==> config.mk <==
export PLATFORM = sky130hd
export DESIGN_NAME = gds_port
export DESIGN_NICKNAME = d
export VERILOG_FILES = /design/src/logic/gds_pkg.sv /design/src/logic/gds_port.sv /design/src/logic/gds_pin_sense.sv
export VERILOG_INCLUDE_DIRS = /design/src /design/src/logic
export SDC_FILE = /design/constraint.sdc
export NUM_CORES = 1
export LEC_CHECK = 0
export BUFFER_PORTS_ARGS = -buffer_cell sky130_fd_sc_hd__buf_4
export CAP_MARGIN = 25
export CELL_PAD_IN_SITES_DETAIL_PLACEMENT = 0
export CELL_PAD_IN_SITES_GLOBAL_PLACEMENT = 1
export CORE_AREA = 5 5 158 160
export DETAILED_ROUTE_END_ITERATION = 10
export DIE_AREA = 0 0 163 165
export HOLD_SLACK_MARGIN = 0.15
export PLACE_DENSITY = 0.88
export SLEW_MARGIN = 20
export SYNTH_ARGS = -nofsm -noshare
export SYNTH_HDL_FRONTEND = slang
export SYNTH_HIERARCHICAL = 1
export SYNTH_SLANG_ARGS = --single-unit
==> constraint.sdc <==
create_clock -name clk -period 3.7 [get_ports clk]
set_input_delay 0.185 -clock clk [delete_from_list [all_inputs] [get_ports clk]]
set_output_delay 0.185 -clock clk [all_outputs]
set_load 0.05 [all_outputs]
==> src/logic/gds_defs.svh <==
// Offsets, field positions and reset values of the direction and sense-hit block.
// Assumes inclusion by bare name from the package and the design modules.
`ifndef GDS_DEFS_SVH
`define GDS_DEFS_SVH

`define GDS_PIN_COUNT        32
`define GDS_ADDR_W           12
`define GDS_OFS_DIR          12'h014
`define GDS_OFS_DIR_SET      12'h018
`define GDS_OFS_DIR_CLR      12'h01C
`define GDS_OFS_SENSE_HIT    12'h020
`define GDS_OFS_NS_STYLE     12'h024
`define GDS_OFS_S_STYLE      12'h028
`define GDS_OFS_IRQ_STATUS   12'h040
`define GDS_OFS_IRQ_MASK     12'h044
`define GDS_RST_WORD         32'h00000000
`define GDS_STYLE_BIT        0
`define GDS_SENSE_OFF        2'h0
`define GDS_SENSE_HIGH       2'h2
`define GDS_SENSE_LOW        2'h3
`define GDS_IRQ_NS_BIT       0
`define GDS_IRQ_S_BIT        1

`endif

==> src/logic/gds_pkg.sv <==
// Types shared by the direction and sense-hit block.
// Assumes gds_defs.svh is on the include path.
`include "gds_defs.svh"

package gds_pkg;

  typedef enum logic [1:0]
  {
    GDS_SENSE_DISABLED = 2'b00,
    GDS_SENSE_RSVD     = 2'b01,
    GDS_SENSE_HI       = 2'b10,
    GDS_SENSE_LO       = 2'b11
  } gds_sense_t;

  typedef struct packed
  {
    logic [`GDS_ADDR_W-1:0] addr;
    logic [31:0]            wdata;
    logic                   wr;
    logic                   rd;
  } gds_bus_req_t;

  typedef struct packed
  {
    logic nonsec;
    logic sec;
  } gds_detect_t;

endpackage

==> src/logic/gds_port.sv <==
// Direction register, set and clear aliases, sense-hit record, detect styles.
// Assumes a single-cycle register port on clk and raw pin levels from outside.
//
// The implementer's own choice: the strobed register port.
`timescale 1ns/1ps
`include "gds_defs.svh"


module gds_port
(
  input  wire logic                   clk,
  input  wire logic                   reset_n,
  input  wire logic                   clk_en,
  input  gds_pkg::gds_bus_req_t       bus_req,
  output logic [31:0]                 rdata,
  input  wire logic [31:0]            pin_level,
  input  wire logic [63:0]            per_pin_sense,
  input  wire logic [31:0]            pin_secure,
  input  wire logic [31:0]            setup_dir_wdata,
  input  wire logic [31:0]            setup_dir_we,
  output logic [31:0]                 pin_dir,
  output gds_pkg::gds_detect_t        held_sense_event,
  output logic                        irq
);
  import gds_pkg::*;


  // ************************************************************
  // Declarations
  // ************************************************************
  logic [31:0]  lvl_meta_r;
  logic [31:0]  lvl_sync_r;
  logic [31:0]  dir_r;
  logic [31:0]  dir_nxt;
  logic [31:0]  hit_r;
  logic [31:0]  live_det;
  logic [31:0]  hit_clr;
  logic         ns_style_r;
  logic         s_style_r;
  logic [1:0]   irq_stat_r;
  logic [1:0]   irq_mask_r;
  logic [1:0]   det_prev_r;
  logic         det_ns;
  logic         det_s;
  logic         wr_dir;
  logic         wr_set;
  logic         wr_clr;
  logic         wr_hit;
  logic         wr_ns;
  logic         wr_s;
  logic         wr_ist;
  logic         wr_imk;
  logic [1:0]   det_rise;

  assign wr_dir = bus_req.wr && (bus_req.addr == `GDS_OFS_DIR);
  assign wr_set = bus_req.wr && (bus_req.addr == `GDS_OFS_DIR_SET);
  assign wr_clr = bus_req.wr && (bus_req.addr == `GDS_OFS_DIR_CLR);
  assign wr_hit = bus_req.wr && (bus_req.addr == `GDS_OFS_SENSE_HIT);
  assign wr_ns  = bus_req.wr && (bus_req.addr == `GDS_OFS_NS_STYLE);
  assign wr_s   = bus_req.wr && (bus_req.addr == `GDS_OFS_S_STYLE);
  assign wr_ist = bus_req.wr && (bus_req.addr == `GDS_OFS_IRQ_STATUS);
  assign wr_imk = bus_req.wr && (bus_req.addr == `GDS_OFS_IRQ_MASK);

  // ************************************************************
  // Pin synchroniser
  // ************************************************************
  always_ff @(posedge clk)
  begin
    if (!reset_n)
    begin
      lvl_meta_r <= `GDS_RST_WORD;
      lvl_sync_r <= `GDS_RST_WORD;
    end
    else if (clk_en)
    begin
      lvl_meta_r <= pin_level;
      lvl_sync_r <= lvl_meta_r;
    end
  end

  // ************************************************************
  // Direction storage
  // ************************************************************
  always_comb
  begin
    dir_nxt = dir_r;
    if (wr_dir)
      dir_nxt = bus_req.wdata;
    if (wr_set)
      dir_nxt = dir_r | bus_req.wdata;
    if (wr_clr)
      dir_nxt = dir_r & ~bus_req.wdata;
    dir_nxt = (dir_nxt & ~setup_dir_we) | (setup_dir_wdata & setup_dir_we);
  end

  always_ff @(posedge clk)
  begin
    if (!reset_n)
      dir_r <= `GDS_RST_WORD;
    else if (clk_en)
      dir_r <= dir_nxt;
  end

  assign pin_dir = dir_r;

  // ************************************************************
  // Sense-hit bits
  // ************************************************************
  assign hit_clr = wr_hit ? bus_req.wdata : 32'h00000000;

  genvar gi;
  generate
    for (gi = 0; gi < `GDS_PIN_COUNT; gi++)
    begin : g_pin
      gds_pin_sense u_sense
      (
        .clk     (clk),
        .reset_n (reset_n),
        .clk_en  (clk_en),
        .level   (lvl_sync_r[gi]),
        .sense   (gds_sense_t'(per_pin_sense[2*gi +: 2])),
        .clear   (hit_clr[gi]),
        .detect  (live_det[gi]),
        .hit_r   (hit_r[gi])
      );
    end
  endgenerate

  // ************************************************************
  // Detect styles
  // ************************************************************
  always_ff @(posedge clk)
  begin
    if (!reset_n)
    begin
      ns_style_r <= 1'b0;
      s_style_r  <= 1'b0;
    end
    else if (clk_en)
    begin
      if (wr_ns)
        ns_style_r <= bus_req.wdata[`GDS_STYLE_BIT];
      if (wr_s)
        s_style_r <= bus_req.wdata[`GDS_STYLE_BIT];
    end
  end

  assign det_ns = ns_style_r ? |(hit_r & ~pin_secure) : |(live_det & ~pin_secure);
  assign det_s  = s_style_r  ? |(hit_r & pin_secure)  : |(live_det & pin_secure);

  always_ff @(posedge clk)
  begin
    if (!reset_n)
      held_sense_event <= '0;
    else if (clk_en)
    begin
      held_sense_event.nonsec <= det_ns;
      held_sense_event.sec    <= det_s;
    end
  end

  // ************************************************************
  // Interrupts
  // ************************************************************
  assign det_rise = {det_s, det_ns} & ~det_prev_r;

  always_ff @(posedge clk)
  begin
    if (!reset_n)
    begin
      det_prev_r <= 2'h0;
      irq_stat_r <= 2'h0;
      irq_mask_r <= 2'h0;
    end
    else if (clk_en)
    begin
      det_prev_r <= {det_s, det_ns};
      irq_stat_r <= (irq_stat_r & ~(wr_ist ? bus_req.wdata[1:0] : 2'h0)) | det_rise;
      if (wr_imk)
        irq_mask_r <= bus_req.wdata[1:0];
    end
  end

  assign irq = |(irq_stat_r & irq_mask_r);

  // ************************************************************
  // Read port
  // ************************************************************
  always_ff @(posedge clk)
  begin
    if (!reset_n)
      rdata <= `GDS_RST_WORD;
    else if (clk_en)
    begin
      rdata <= `GDS_RST_WORD;
      if (bus_req.rd)
      begin
        case (bus_req.addr)
          `GDS_OFS_DIR, `GDS_OFS_DIR_SET, `GDS_OFS_DIR_CLR: rdata <= dir_r;
          `GDS_OFS_SENSE_HIT:  rdata <= hit_r;
          `GDS_OFS_NS_STYLE:   rdata <= {31'h0, ns_style_r};
          `GDS_OFS_S_STYLE:    rdata <= {31'h0, s_style_r};
          `GDS_OFS_IRQ_STATUS: rdata <= {30'h0, irq_stat_r};
          `GDS_OFS_IRQ_MASK:   rdata <= {30'h0, irq_mask_r};
          default:             rdata <= `GDS_RST_WORD;
        endcase
      end
    end
  end

  // ************************************************************
  // Checks
  // ************************************************************
  // set alias check
  chk_dir_set: assert property (@(posedge clk) disable iff (!reset_n)
    clk_en && wr_set && setup_dir_we == 32'h00000000 |=> dir_r == ($past(dir_r) | $past(bus_req.wdata)))
    else $error("set alias wrong");
  chk_dir_clr: assert property (@(posedge clk) disable iff (!reset_n)
    clk_en && wr_clr && setup_dir_we == 32'h00000000 |=> dir_r == ($past(dir_r) & ~$past(bus_req.wdata)))
    else $error("clear alias wrong");
  chk_dir_write: assert property (@(posedge clk) disable iff (!reset_n)
    clk_en && wr_dir && setup_dir_we == 32'h00000000 |=> dir_r == $past(bus_req.wdata))
    else $error("direction write lost");
  chk_alias_read: assert property (@(posedge clk) disable iff (!reset_n)
    clk_en && bus_req.rd && (bus_req.addr == `GDS_OFS_DIR_SET || bus_req.addr == `GDS_OFS_DIR_CLR)
    |=> rdata == $past(dir_r)) else $error("alias read wrong");
  chk_setup_dir: assert property (@(posedge clk) disable iff (!reset_n)
    clk_en && setup_dir_we != 32'h00000000 |=> ((dir_r ^ $past(setup_dir_wdata)) & $past(setup_dir_we)) == 32'h0)
    else $error("setup direction not shared");
  chk_ns_direct: assert property (@(posedge clk) disable iff (!reset_n)
    clk_en && !ns_style_r |=> held_sense_event.nonsec == |($past(live_det) & ~$past(pin_secure)))
    else $error("direct detect wrong");
  chk_ns_latched: assert property (@(posedge clk) disable iff (!reset_n)
    clk_en && ns_style_r |=> held_sense_event.nonsec == |($past(hit_r) & ~$past(pin_secure)))
    else $error("latched detect wrong");
  chk_s_latched: assert property (@(posedge clk) disable iff (!reset_n)
    clk_en && s_style_r && |(hit_r & pin_secure) |=> held_sense_event.sec)
    else $error("secure latched detect dropped");
  chk_s_style: assert property (@(posedge clk) disable iff (!reset_n)
    clk_en && wr_s |=> s_style_r == $past(bus_req.wdata[0]))
    else $error("secure style not stored");
  chk_dir_read: assert property (@(posedge clk) disable iff (!reset_n)
    clk_en && bus_req.rd && bus_req.addr == `GDS_OFS_DIR |=> rdata == $past(dir_r))
    else $error("direction read wrong");
  chk_hit_read: assert property (@(posedge clk) disable iff (!reset_n)
    clk_en && bus_req.rd && bus_req.addr == `GDS_OFS_SENSE_HIT |=> rdata == $past(hit_r))
    else $error("hit read wrong");
  chk_ns_style: assert property (@(posedge clk) disable iff (!reset_n)
    clk_en && wr_ns |=> ns_style_r == $past(bus_req.wdata[0]))
    else $error("non-secure style not stored");
  chk_ns_isolated: assert property (@(posedge clk) disable iff (!reset_n)
    clk_en && ns_style_r && (hit_r & ~pin_secure) == 32'h00000000 |=> !held_sense_event.nonsec)
    else $error("secure hit leaked to non-secure detect");
  chk_ns_held: assert property (@(posedge clk) disable iff (!reset_n)
    clk_en && ns_style_r && |(hit_r & ~pin_secure) |=> held_sense_event.nonsec)
    else $error("non-secure latched detect dropped");
  chk_s_direct: assert property (@(posedge clk) disable iff (!reset_n)
    clk_en && !s_style_r |=> held_sense_event.sec == |($past(live_det) & $past(pin_secure)))
    else $error("secure direct detect wrong");
  chk_dir_frozen: assert property (@(posedge clk) disable iff (!reset_n)
    !clk_en |=> $stable(dir_r))
    else $error("direction changed while frozen");
  chk_hit_frozen: assert property (@(posedge clk) disable iff (!reset_n)
    !clk_en |=> $stable(hit_r))
    else $error("hit changed while frozen");

endmodule

==> src/logic/gds_pin_sense.sv <==
// One pin's sense-hit bit and live detect term.
// Assumes a synchronised pin level and a one-cycle clear pulse on clk.
`timescale 1ns/1ps
`include "gds_defs.svh"

module gds_pin_sense
(
  input  wire logic           clk,
  input  wire logic           reset_n,
  input  wire logic           clk_en,
  input  wire logic           level,
  input  gds_pkg::gds_sense_t sense,
  input  wire logic           clear,
  output logic                detect,
  output logic                hit_r
);
  import gds_pkg::*;

  always_comb
  begin
    case (sense)
      GDS_SENSE_HI: detect = level;
      GDS_SENSE_LO: detect = ~level;
      default:      detect = 1'b0;
    endcase
  end

  always_ff @(posedge clk)
  begin
    if (!reset_n)
      hit_r <= 1'b0;
    else if (clk_en)
    begin
      if (detect)
        hit_r <= 1'b1;
      else if (clear)
        hit_r <= 1'b0;
    end
  end

  chk_hit_clear: assert property (@(posedge clk) disable iff (!reset_n)
    clk_en && clear && !detect |=> !hit_r) else $error("hit not cleared");
  chk_hit_set: assert property (@(posedge clk) disable iff (!reset_n)
    clk_en && detect |=> hit_r) else $error("hit not set");

endmodule

## Word level (Yosys, flattened, before mapping)

Index checks and enable logic that the tools add are counted.

| word-level totals | value |
|---|---|
| bits of input ports | 241 |
| logic and storage cells | 351 |
| register bits | 170 |
| output and inout bits | 67 |

| cells by class | value |
|---|---|
| mux-type cells | 105 |
| reductions and logical operators | 81 |
| bitwise gates (word level) | 50 |
| equal/unequal tests | 72 |

Operators with widths:

| cell | number |
|---|---|
| 32-bit AND | 7 |
| 32-bit case mux with 6 select lines | 1 |
| 32-bit two-way mux | 5 |
| 2-bit == test, second input constant | 64 |
| 32-bit OR reduction | 4 |
| 32-bit inverter | 3 |
| 2-bit AND reduction | 35 |
| 1-bit two-way mux | 66 |
| 32-bit OR | 2 |
| 1-bit case mux with 2 select lines | 32 |
| 2-bit nonzero test | 32 |
| 12-bit by 5-bit == test with 1-bit output, second input constant | 3 |
| 12-bit by 6-bit == test with 1-bit output, second input constant | 3 |
| 1-bit inverter | 32 |
| 12-bit by 7-bit == test with 1-bit output, second input constant | 2 |
| 1-bit logical AND | 8 |
| 2-bit AND | 3 |
| 2-bit inverter | 2 |
| 3-bit OR reduction | 1 |
| 2-bit two-way mux | 1 |
| 2-bit OR | 1 |
| 2-bit OR reduction | 1 |

## Longest topological paths before layout

Gate-level depths: netlist of run 1.

| depth | value |
|---|---|
| depth in word-level cells | 7 |
| mapped depth | 8 |
| depth with buffers taken out | 7 |

## Hierarchy

Netlist of run 1, hierarchy kept.

Modules (own cells, without submodules):

| module | area each (um2) | sequential area each (um2) | instances | cells each |
|---|---|---|---|---|
| gds_port | 7340.8 | 2722.6 | 1 | 911 |
| gds_pin_sense | 56.3 | 20.0 | 32 | 6 |

## Least setup slack after synthesis of run 1

No wires, ideal clock.

| timing | value |
|---|---|
| path type | input -> register |
| start point | input port bus_req[38] in the netlist's numbering |
| end point | register g_pin[1].u_sense.hit_r |
| slack | 1.857 ns |
| stages | 6 |
| arrival | 1.726 ns |
| required time | 3.583 ns |
| setup time | 0.117 ns |
| path buffers | 1 |
| path through | or4b_4 -> nor3_4 -> clkbuf_2 -> and3_1 -> nand2_1 -> a32o_1 |

| between the ends | value |
|---|---|
| cells in the longest elaborated chain, start to end | 5 |

RTL lines:

| item | RTL line | source |
|---|---|---|
| start, declared | gds_port.sv:14 | `input gds_pkg::gds_bus_req_t bus_req,` |
| 12-bit by 6-bit == test with 1-bit output | -- |  |
| 1-bit logical AND | gds_port.sv:58 | `` assign wr_hit = bus_req.wr && (bus_req.addr == `GDS_OFS_SENSE_HIT); `` |
| 32-bit two-way mux | gds_port.sv:109 | `assign hit_clr = wr_hit ? bus_req.wdata : 32'h00000000;` |
| named net hit_clr[1] | gds_port.sv:37 | `logic [31:0] hit_clr;` |
| 2-bit nonzero test (no source line) | -- |  |
| 2-bit AND reduction (no source line) | -- |  |
| end signal, assigned | gds_pin_sense.sv:31 | `hit_r <= 1'b0;` |
| end signal, assigned | gds_pin_sense.sv:35 | `hit_r <= 1'b1;` |
| end signal, assigned | gds_pin_sense.sv:37 | `hit_r <= 1'b0;` |
| end, declared | gds_pin_sense.sv:15 | `output logic hit_r` |

The timed path passes the listed nets, and every way through them passes these cells.
A chain may end at the register's enable or synchronous reset.

==> results of run 1 <==
cells in the final DEF, fill, tap and decap left out, drive strengths merged, types with 36 or more instances in the layout:
cell type,n
buf,317
and3,64
dfxtp,168
o21ai,96
dlygate4sd3,165
mux2i,67
nand2,113
nor2,80
inv,41
nand3,36
a22oi,82
worst min-delay path by stage:
stage / start / end / slack, ns / cells past startpoint
floorplan: bus_req[2] / irq_mask_r[0]$_SDFFE_PN0P_ / 0.32 / 2
global placement: pin_level[28] / lvl_meta_r[28]$_SDFFE_PN0P_ / 0.42 / 3
detailed placement: pin_level[19] / lvl_meta_r[19]$_SDFFE_PN0P_ / 0.43 / 3
CTS: per_pin_sense[6] / g_pin[3].u_sense/hit_r$_SDFFE_PN0P_ / 0.15 / 3
global route: per_pin_sense[6] / g_pin[3].u_sense/hit_r$_SDFFE_PN0P_ / 0.17 / 3
finish: per_pin_sense[6] / g_pin[3].u_sense/hit_r$_SDFFE_PN0P_ / 0.17 / 3
cell families after synthesis:
family	count (synthesis)
buffers and inverters	96
xor gates and xnor gates	33
muxes	69
and+or+nand+nor	416
AOI/OAI and AO/OA	321
DFF	168
area by class of cell:
cell class | count | area (µm²) | area share, %
multi-input combinational | 839 | 5390 | 38.7
timing repair buffer | 482 | 4050 | 29.1
sequential | 168 | 3360 | 24.2
clock buffer | 18 | 429 | 3.08
tap | 319 | 399 | 2.87
clock inverter | 14 | 156 | 1.12
inverter | 34 | 128 | 0.917
antenna | 1 | 2.50 | 0.0180
per-layer routing:
layer  track usage, %  up-vias
li1                 -     4943
met1             37.3     4959
met2             43.8      522
met3             6.34       82
met4             9.72        0
met5                0        -
power groups by stage:
stage / sequential [mW] / combinational (mW) / clock [mW]
6_report: 1.97 / 0.965 / 1.80
5_1_grt: 1.97 / 1.04 / 1.90
4_1_cts: 1.96 / 0.949 / 1.82
3_5_place_dp: 2.01 / 0.809 / 0
3_3_place_gp: 2.00 / 0.802 / 0
2_1_floorplan: 2.04 / 0.342 / 0
through the flow:
step | util [%] | area (µm²) | total power, mW
CTS | 59.8 | 13900 | 4.73
finish | 59.8 | 13900 | 4.73
global placement | 50.2 | 11700 | 2.81
global route | 59.8 | 13900 | 4.91
floorplan | - | 9140 | 2.38
detailed placement | 50.2 | 11700 | 2.82
worst max-delay path, cell delays in order:
cell and delay [ns]:
buf_4 0.48, or2_2 0.30, nand3_1 0.20, nor4_4 0.60, buf_4 0.41, a22oi_1 0.13
dlygate4sd3_1 0.60, o21ai_0 0.19, dlygate4sd3_1 0.57
==> run_results.csv, run 1 <==
group,metric,value,unit
outcome,status,"finished, final reports clean",
synth,yosys.area_share.simple,23.9,%
synth,async_flop_share,0,%
cts,clock_path_buffers,2,
cts,cts_tree,"built",
layout,drive_above_1_share,27.3,%
detailed_routing,vias_per_cell,5.60,
synth,syn-num-nets,1344,
detailed_routing,wl_met3,3190,µm
synth,synth_ff_type,"dfxtp_1",
worst_setup_path,worstRegToRegCells,6,
sta,setup_violations,0,
layout,finalNetCount,1783,
synth,ys_types,53,
grt,grt_max_degree,116,
detailed_routing,drt-initial-drc-count,1071,
worst_setup_path,cp-start-kind,"primary input",
floorplanning,initial_core_util,39.3,%
detailed_routing,ant_nets,0,
pwr,clkPwrFrac,38.0,%
flow_run,maxCapViolations,0,
sta,min_period_over_period,89.8,%
placed_design,portBuffers,307,
sta,drv_slew,0,
synth,yosysWarnings,6,
cts,htreeDepth,4,
floorplanning,die_x,163,µm
pwr,switching_power,1.45,mW
synth,synth_mux_area_share,7.58,%
sta,worst_slack,0.377,ns
cts,holdBufCountCts,165,
detailed_routing,drt-met1-wl,16600,µm
synth,synth_top_cell_by_area,"dfxtp_1",
placed_design,dp_hpwl,27800,µm
worst_setup_path,ff2ff_setup_slack,1.44,ns
detailed_routing,wl_met2,17600,µm
floorplanning,rows,56,
pwr,p_sw_share,30.6,%
synth,ys_ff_latch,168,
floorplanning,die_y,165,µm
synth,synth-xor-area-share,3.16,%
synth,synthAdderAreaFrac,0,%
detailed_routing,finalWirelength,38500,µm
sta,slew_headroom,43.4,%
synth,synth_compound_area_share,24.2,%
cts,clk_pin_slew_worst_paths,0.07,ns
pwr,power_leakage,6.03,nW
floorplanning,io_pins,308,
detailed_routing,drtPass1Iterations,6,
layout,fillers,2069,
pwr,p_per_area,340,mW/mm²
grt,grt.total_usage,27.7,%
sta,max_clock_freq,301,MHz
worst_setup_path,worst_setup_path_end_kind,"flip-flop",
synth,yosysSeqAreaShare,36.8,%
layout,instances_no_fill,1875,
synth,synth_most_common_cell,"dfxtp_1",
synth,netlist_top_cells_count,"dfxtp_1 (168), nand2_1 (112), a22oi_1 (82)",
cts,clk_latency,0.44,ns
synth,synth_top_family_by_area,"compound AO/OA/AOI/OAI gates",
detailed_routing,drc,0,
synth,synthesis.area,0.00914,mm²
synth,synth_edf_count,0,
grt,first_global_vias,10300,
worst_setup_path,critPathRequiredTime,4.08,ns
pwr,peakVddDrop,0.268,mV
sta,skew,0.0132,ns
detailed_routing,wl_per_cell,20.6,µm
grt,antenna_found_initial,2,
sta,tightestPinTransition,0.827,ns
detailed_routing,routed.top_layer,"met4",
sta,rsz0062_at_grt,"no",
grt,grt_pass1_wl,58300,µm
cts,clock-sinks,168,
synth,avgSynthCellArea,8.29,µm²
worst_setup_path,critPathArrivalTime,3.70,ns
pwr,combPwrFrac,20.4,%
cts,cts_inserted_buffers,17,
layout,syn_to_final_growth,52.2,%
sta,finalCriticalPeriod,3.32,ns
cts,cts_resized,0,
floorplanning,die_area,0.0269,mm²
worst_setup_path,path_max_fanout,69,
synth,syn_inst,1103,
cts,root_buffer,"clkbuf_16",
pwr,power_frac_seq,41.6,%
floorplanning,core_area,0.0233,mm²
synth,synth.top_cells.by_area,"dfxtp_1 (37%), mux2i_1 (7.3%), a22oi_1 (6.7%)",
placed_design,dp_cells,1677,
worst_setup_path,crit_path_start,"bus_req[37]",
grt,gr-total-overflow,0,
sta,fin_hold_ws,0.170,ns
worst_setup_path,critPathKind,"in2reg",
sta,fin_setup_tns,0,ns
placed_design,gp_congestion,0.950,
placed_design,dpl_worst_slack,1.17,ns
sta,hold_violations,0,
cts,cts_setup_buffers,0,
hold_path,hp-class,"in2reg",
synth,synth_top_area_share,36.8,%
pwr,p_int,3.28,mW
detailed_routing,vias,10500,
Note: power is estimated with default switching activity, not from simulation.
==> run 2, diff against run 1 <==
--- a/config.mk
+++ b/config.mk
@@ -10,13 +10,12 @@
 export CAP_MARGIN = 25
 export CELL_PAD_IN_SITES_DETAIL_PLACEMENT = 0
 export CELL_PAD_IN_SITES_GLOBAL_PLACEMENT = 1
-export CORE_AREA = 5 5 158 160
+export CORE_AREA = 5 5 157 159
 export DETAILED_ROUTE_END_ITERATION = 10
-export DIE_AREA = 0 0 163 165
+export DIE_AREA = 0 0 162 164
 export HOLD_SLACK_MARGIN = 0.15
-export PLACE_DENSITY = 0.88
+export PLACE_DENSITY = 0.87
 export SLEW_MARGIN = 20
 export SYNTH_ARGS = -nofsm -noshare
 export SYNTH_HDL_FRONTEND = slang
-export SYNTH_HIERARCHICAL = 1
 export SYNTH_SLANG_ARGS = --single-unit
==> run 2 against run 1 <==
  * Via count down 4.1%
  * Cell area up 0.71%
  * Synthesized cell count down 6.4%
  * Setup slack worse by 0.18 ns
  * Hold slack worse by 0.0013 ns
  * Synthesized area down 1.4%
  * Clock power about the same
  * Largest power group unchanged
==> run_results.csv, run 2 <==
group,metric,value,unit
floorplanning,die_y,164,µm
sta,hold_violations,0,
placed_design,gp_congestion,0.974,
grt,use_met1,36.7,%
grt,gr-total-overflow,0,
sta,drv_slew,0,
synth,synthesis.area,0.00902,mm²
detailed_routing,wl_per_cell,21.6,µm
cts,holdBufCountCts,190,
sta,fin_setup_tns,0,ns
sta,setup_violations,0,
pwr,power_leakage,5.80,nW
layout,layout_commonest_cell,"buf_4",
cts,htreeDepth,4,
synth,ys_ff_latch,168,
cts,clock_path_buffers,2,
placed_design,portBuffers,307,
worst_setup_path,critPathKind,"in2reg",
cts,cts_resized,0,
synth,syn_inst,1032,
flow_run,maxCapViolations,0,
worst_setup_path,critPathRequiredTime,4.03,ns
floorplanning,die_x,162,µm
grt,grt_pass1_wl,57500,µm
floorplanning,initial_core_util,39.0,%
grt,grt_max_degree,196,
layout,fillers,2051,
hold_path,hp-class,"in2reg",
synth,synth_top_family_by_area,"simple AND/OR/NAND/NOR gates",
detailed_routing,finalWirelength,38800,µm
outcome,status,"finished, final reports clean",
detailed_routing,vias_per_cell,5.62,
placed_design,dp_hpwl,28200,µm
synth,synth_top_cell_by_area,"dfxtp_1",
cts,root_buffer,"clkbuf_16",
sta,rsz0062_at_grt,"no",
synth,ys_types,54,
cts,clk_pin_slew_worst_paths,0.07,ns
worst_setup_path,crit_path_start,"bus_req[35]",
synth,yosys.area_share.simple,24.7,%
sta,tightestPinTransition,1.09,ns
pwr,p_per_area,339,mW/mm²
synth,netlist_top_cells_count,"dfxtp_1 (168), nor2b_1 (123), nand2_1 (71)",
placed_design,dp_cells,1572,
synth,yosysWarnings,0,
detailed_routing,drt-initial-drc-count,976,
worst_setup_path,critPathSlowestCell,"or3_2",
synth,synthAdderAreaFrac,0,%
floorplanning,io_pins,308,
worst_setup_path,slowest_delay,0.74,ns
sta,max_clock_freq,285,MHz
synth,yosysSeqAreaShare,37.3,%
layout,drive_above_1_share,23.7,%
worst_setup_path,path_common_cell,"dlygate4sd3_1",
layout,layout_common_cells,"buf_4 (315), dlygate4sd3_1 (190), dfxtp_1 (168)",
cts,cts_setup_buffers,0,
synth,synth_compound_area_share,21.9,%
cts,clk_latency,0.44,ns
worst_setup_path,critPathArrivalTime,3.83,ns
worst_setup_path,ff2ff_setup_slack,1.20,ns
synth,synth-xor-area-share,3.21,%
pwr,peakVddDrop,0.267,mV
detailed_routing,ant_nets,0,
worst_setup_path,path_max_fanout,31,
floorplanning,die_area,0.0266,mm²
worst_setup_path,worstRegToRegCells,8,
sta,slew_headroom,27.4,%
floorplanning,core_area,0.0231,mm²
synth,avgSynthCellArea,8.74,µm²
detailed_routing,vias,10100,
placed_design,place_area,0.0115,mm²
sta,skew,0.0164,ns
cts,clock-sinks,168,
synth,syn-num-nets,1273,
layout,syn_to_final_growth,55.4,%
placed_design,dpl_worst_slack,0.865,ns
grt,use_met3,7.25,%
synth,synth_ff_type,"dfxtp_1",
layout,final_area,0.0140,mm²
grt,antenna_found_initial,0,
layout,finalNetCount,1732,
synth,synth.top_cells.by_area,"dfxtp_1 (37%), nor2b_1 (8.5%), mux2i_1 (7.7%)",
worst_setup_path,cp-start-kind,"primary input",
synth,synth_edf_count,0,
synth,synth_top_area_share,37.3,%
sta,worst_slack,0.195,ns
detailed_routing,drc,0,
layout,instances_no_fill,1795,
floorplanning,rows,56,
synth,synth_most_common_cell,"dfxtp_1",
cts,cts_tree,"built",
grt,first_global_vias,9947,
worst_setup_path,worst_setup_path_end_kind,"flip-flop",
synth,async_flop_share,0,%
sta,min_period_over_period,94.7,%
grt,grt.total_usage,28.0,%
grt,grt.busiest_layer,"met2",
grt,met2_usage,44.1,%
detailed_routing,drtPass1Iterations,6,
cts,cts_inserted_buffers,17,
synth,synth_mux_area_share,7.66,%
sta,finalCriticalPeriod,3.50,ns
layout,final_util,60.6,%
hold_path,min_from,"bus_req[32]",
worst_setup_path,crit_chain,"buf_4, or4_4, or3b_1, or3_2, a2111oi_0, dlygate4sd3_1, nor2_1, dlygate4sd3_1",
[run 2: cell count changes after synthesis, moves of 32 or more]
cell,delta
a22oi_1,-37
and2_1,+37
a32o_1,-32
nor2_1,-44
o21ai_0,-60
nand2_1,-41
nor2b_1,+103
and2_2,-32
a32oi_1,+40
and3_1,-62
[run 2: worst min path at each step]
stage	endpoint	slack (ns)	cells past startpoint
2_1_floorplan	flip-flop	0.33	2
3_3_place_gp	flip-flop	0.44	3
3_5_place_dp	flip-flop	0.45	3
4_1_cts	g_pin[11].u_sense.hit_r$_SDFFE_PN0P_	0.16	4
5_1_grt	g_pin[30].u_sense.hit_r$_SDFFE_PN0P_	0.19	4
6_report	g_pin[30].u_sense.hit_r$_SDFFE_PN0P_	0.17	4
[run 2: cell families (layout without fill, tap and decap cells)]
| logic type | count (synthesis) | in the layout |
|---|---|---|
| AO/OA/AOI/OAI | 253 | 253 |
| XOR/XNOR | 33 | 33 |
| buffers and inverters | 119 | 591 |
| flip-flops | 168 | 168 |
| multiplexers | 69 | 69 |
| other | 0 | 1 |
| AND/OR/NAND/NOR | 390 | 390 |
[run 2: layout make-up]
cell class	instances	area (µm²)	share of cell area, %
Multi-Input combinational cell	745	5190	37.1
Timing Repair Buffer	508	4320	30.8
Sequential cell	168	3360	24.0
Clock buffer	19	443	3.16
Tap cell	290	363	2.59
Inverter	51	191	1.37
Clock inverter	13	138	0.982
Antenna cell	1	2.50	0.0179
[run 2: layer usage]
| layer | part of all wire, % | wire length [µm] |
|---|---|---|
| met1 | 43 | 16800 |
| met2 | 45 | 17400 |
| met3 | 8.2 | 3190 |
| met4 | 3.6 | 1400 |
| met5 | 0 | 0 |
[run 2: worst max-delay path, delay by kind of cell]
family                 cells  cell delay, ns
and+or+nand+nor            4            1.79
AOI/OAI and AO/OA          1            0.55
buffers and inverters      3            1.29
[run 2: metrics by stage]
stage                     power, mW  hold WS [ns]
after CTS                      4.75         0.157
final                          4.75         0.168
after global placement         2.81         0.438
after global routing           4.91         0.190
after floorplan                2.37         0.332
after detailed placement       2.81         0.448
[run 2: report_power, final]
part	internal (mW)	switching (mW)	leakage, nW
sequential	1.89	0.0908	1.37
clock	0.967	0.837	0.284
combinational	0.505	0.462	4.14
==> run 3, diff against run 2 <==
--- a/config.mk
+++ b/config.mk
@@ -6,15 +6,15 @@
 export SDC_FILE = /design/constraint.sdc
 export NUM_CORES = 1
 export LEC_CHECK = 0
-export BUFFER_PORTS_ARGS = -buffer_cell sky130_fd_sc_hd__buf_4
 export CAP_MARGIN = 25
 export CELL_PAD_IN_SITES_DETAIL_PLACEMENT = 0
 export CELL_PAD_IN_SITES_GLOBAL_PLACEMENT = 1
 export CORE_AREA = 5 5 157 159
 export DETAILED_ROUTE_END_ITERATION = 10
 export DIE_AREA = 0 0 162 164
+export DONT_BUFFER_PORTS = 1
 export HOLD_SLACK_MARGIN = 0.15
-export PLACE_DENSITY = 0.87
+export PLACE_DENSITY = 0.71
 export SLEW_MARGIN = 20
 export SYNTH_ARGS = -nofsm -noshare
 export SYNTH_HDL_FRONTEND = slang
==> run 3 against run 2 <==
  * Critical path type unchanged
  * Setup slack improved by 0.14 ns
  * Fmax up 4.1%
  * Largest power group unchanged
  * Wire length fell by 1.6%
  * Sequential power grew 5%
  * Total power shrank 4.2%
  * First-iteration DRC count shrank 7.7%
  * Sequential share of layout area increased by 3.8 points
  * Clock skew shrank 0.0072 ns
  * Clock-buffer cell count did not move
  * Register-to-register slack about the same
  * Critical path depth stayed put
==> run_results.csv, run 3 (synthesis results as in run 2) <==
group,metric,value,unit
sta,setup_violations,0,
flow_run,maxCapViolations,0,
hold_path,hp-class,"in2reg",
detailed_routing,wl_per_cell,25.1,µm
placed_design,gp_congestion,0.954,
layout,instances_no_fill,1519,
worst_setup_path,critPathArrivalTime,3.68,ns
worst_setup_path,critPathKind,"in2reg",
placed_design,place_area,0.00917,mm²
pwr,power_frac_seq,45.5,%
cts,clk_latency,0.43,ns
sta,finalCriticalPeriod,3.37,ns
layout,n_antenna_cell,0,
detailed_routing,drt-initial-drc-count,901,
layout,final_area,0.0121,mm²
detailed_routing,drc,0,
pwr,clkPwrFrac,41.5,%
placed_design,dp_cells,1261,
layout,finalNetCount,1457,
worst_setup_path,worstRegToRegCells,5,
pwr,total_power,4.55,mW
floorplanning,core_area,0.0231,mm²
hold_path,hold-path-endpoint,"irq_stat_r[0]$_SDFFE_PN0P_",
sta,max_clock_freq,297,MHz
floorplanning,io_pins,308,
pwr,switching_power,1.27,mW
sta,rsz0062_at_grt,"no",
pwr,p_int,3.28,mW
outcome,status,"finished, final reports clean",
cts,htreeDepth,4,
worst_setup_path,path_max_fanout,31,
placed_design,portBuffers,0,
detailed_routing,vias,9097,
layout,layout_commonest_cell,"dlygate4sd3_1",
worst_setup_path,ff2ff_setup_slack,1.19,ns
cts,cts_tree,"built",
cts,clock-sinks,168,
pwr,p_per_area,377,mW/mm²
sta,slew_headroom,43.0,%
pwr,combPwrFrac,13.0,%
worst_setup_path,cp-start-kind,"primary input",
sta,tightestPinTransition,0.854,ns
detailed_routing,vias_per_cell,5.99,
layout,syn_to_final_growth,34.0,%
floorplanning,rows,56,
sta,fin_setup_tns,0,ns
layout,drive_above_1_share,3.82,%
cts,cts_inserted_buffers,17,
detailed_routing,drtPass1Iterations,5,
pwr,power_leakage,4.43,nW
cts,root_buffer,"clkbuf_16",
cts,clk_pin_slew_worst_paths,0.07,ns
worst_setup_path,worst_setup_path_end_kind,"flip-flop",
floorplanning,initial_core_util,39.0,%
grt,grt_pass1_wl,56000,µm
grt,grt_max_degree,167,
detailed_routing,ant_nets,0,
pwr,peakVddDrop,0.263,mV
floorplanning,die_area,0.0266,mm²
floorplanning,die_x,162,µm
detailed_routing,finalWirelength,38200,µm
sta,drv_slew,0,
hold_path,min_from,"bus_req[37]",
hold_path,min_delay_path_depth,6,
grt,gr-total-overflow,0,
worst_setup_path,critPathRequiredTime,4.01,ns
layout,layout_common_cells,"dlygate4sd3_1 (224), dfxtp_1 (168), nor2b_1 (123)",
floorplanning,die_y,164,µm
sta,min_period_over_period,91.0,%
placed_design,dp_hpwl,26300,µm
cts,clock_path_buffers,2,
sta,skew,0.00917,ns
grt,grt.total_usage,27.8,%
pwr,p_sw_share,27.9,%
grt,antenna_found_initial,0,
sta,hold_violations,0,
grt,first_global_vias,9039,
run 3: what timing repair did:
item / CTS / global route
endpoints found under the hold margin: 168 / 0
buffers inserted: 0 / 0
gates resized for setup: 0 / 0
hold buffers: 226 / 0
run 3: area by class of cell:
type	count	area [µm²]
clock buffer	19	453
sequential	168	3360
clock inverter	13	159
tap	290	363
fill	2185	11000
inverter	51	191
timing repair buffer	233	2360
multi-input combinational	745	5190
run 3: per-layer routing:
layer  wire length (µm)  global-route usage [%]  vias to the layer above
met2              17000                    43.2                      469
met4               1450                    10.3                        0
met5                  0                       0                        -
li1                   -                       -                     4183
met1              15700                    34.8                     4358
met3               4090                    11.2                       87
run 3: power groups by stage:
stage,clock network [mW],registers [mW],logic (mW)
after floorplan,0,2.06,0.310
after global placement,0,2.11,0.317
after detailed placement,0,2.11,0.321
after CTS,1.91,2.07,0.583
after global routing,2.00,2.08,0.643
final,1.89,2.07,0.594
run 3: critical path, stage by stage:
cell and delay, ns:
or4_4 0.56, or2_1 0.26, or4_1 0.51, or2_4 0.39, a2111oi_0 0.49, dlygate4sd3_1 0.64, nor2_1 0.06, dlygate4sd3_1 0.56
run 3: how the worst max path moves through the flow:
| stage | start | end | slack [ns] | cells after the start |
|---|---|---|---|---|
| detailed placement | bus_req[35] | flip-flop | 1.10 | 6 |
| finish | bus_req[35] | flip-flop | 0.33 | 8 |
| CTS | bus_req[35] | flip-flop | 0.52 | 8 |
| floorplan | bus_req[35] | flip-flop | 1.19 | 8 |
| global placement | bus_req[35] | flip-flop | 0.98 | 5 |
| global route | bus_req[35] | flip-flop | 0.23 | 8 |
run 3: per-stage QoR:
step                hold slack [ns]  utilization, %  worst slack, ns
floorplan                     0.332               -             1.19
global placement              0.311            39.6            0.976
detailed placement            0.321            39.7             1.10
CTS                           0.151            52.2            0.518
global route                  0.190            52.2            0.231
finish                        0.175            52.2            0.332
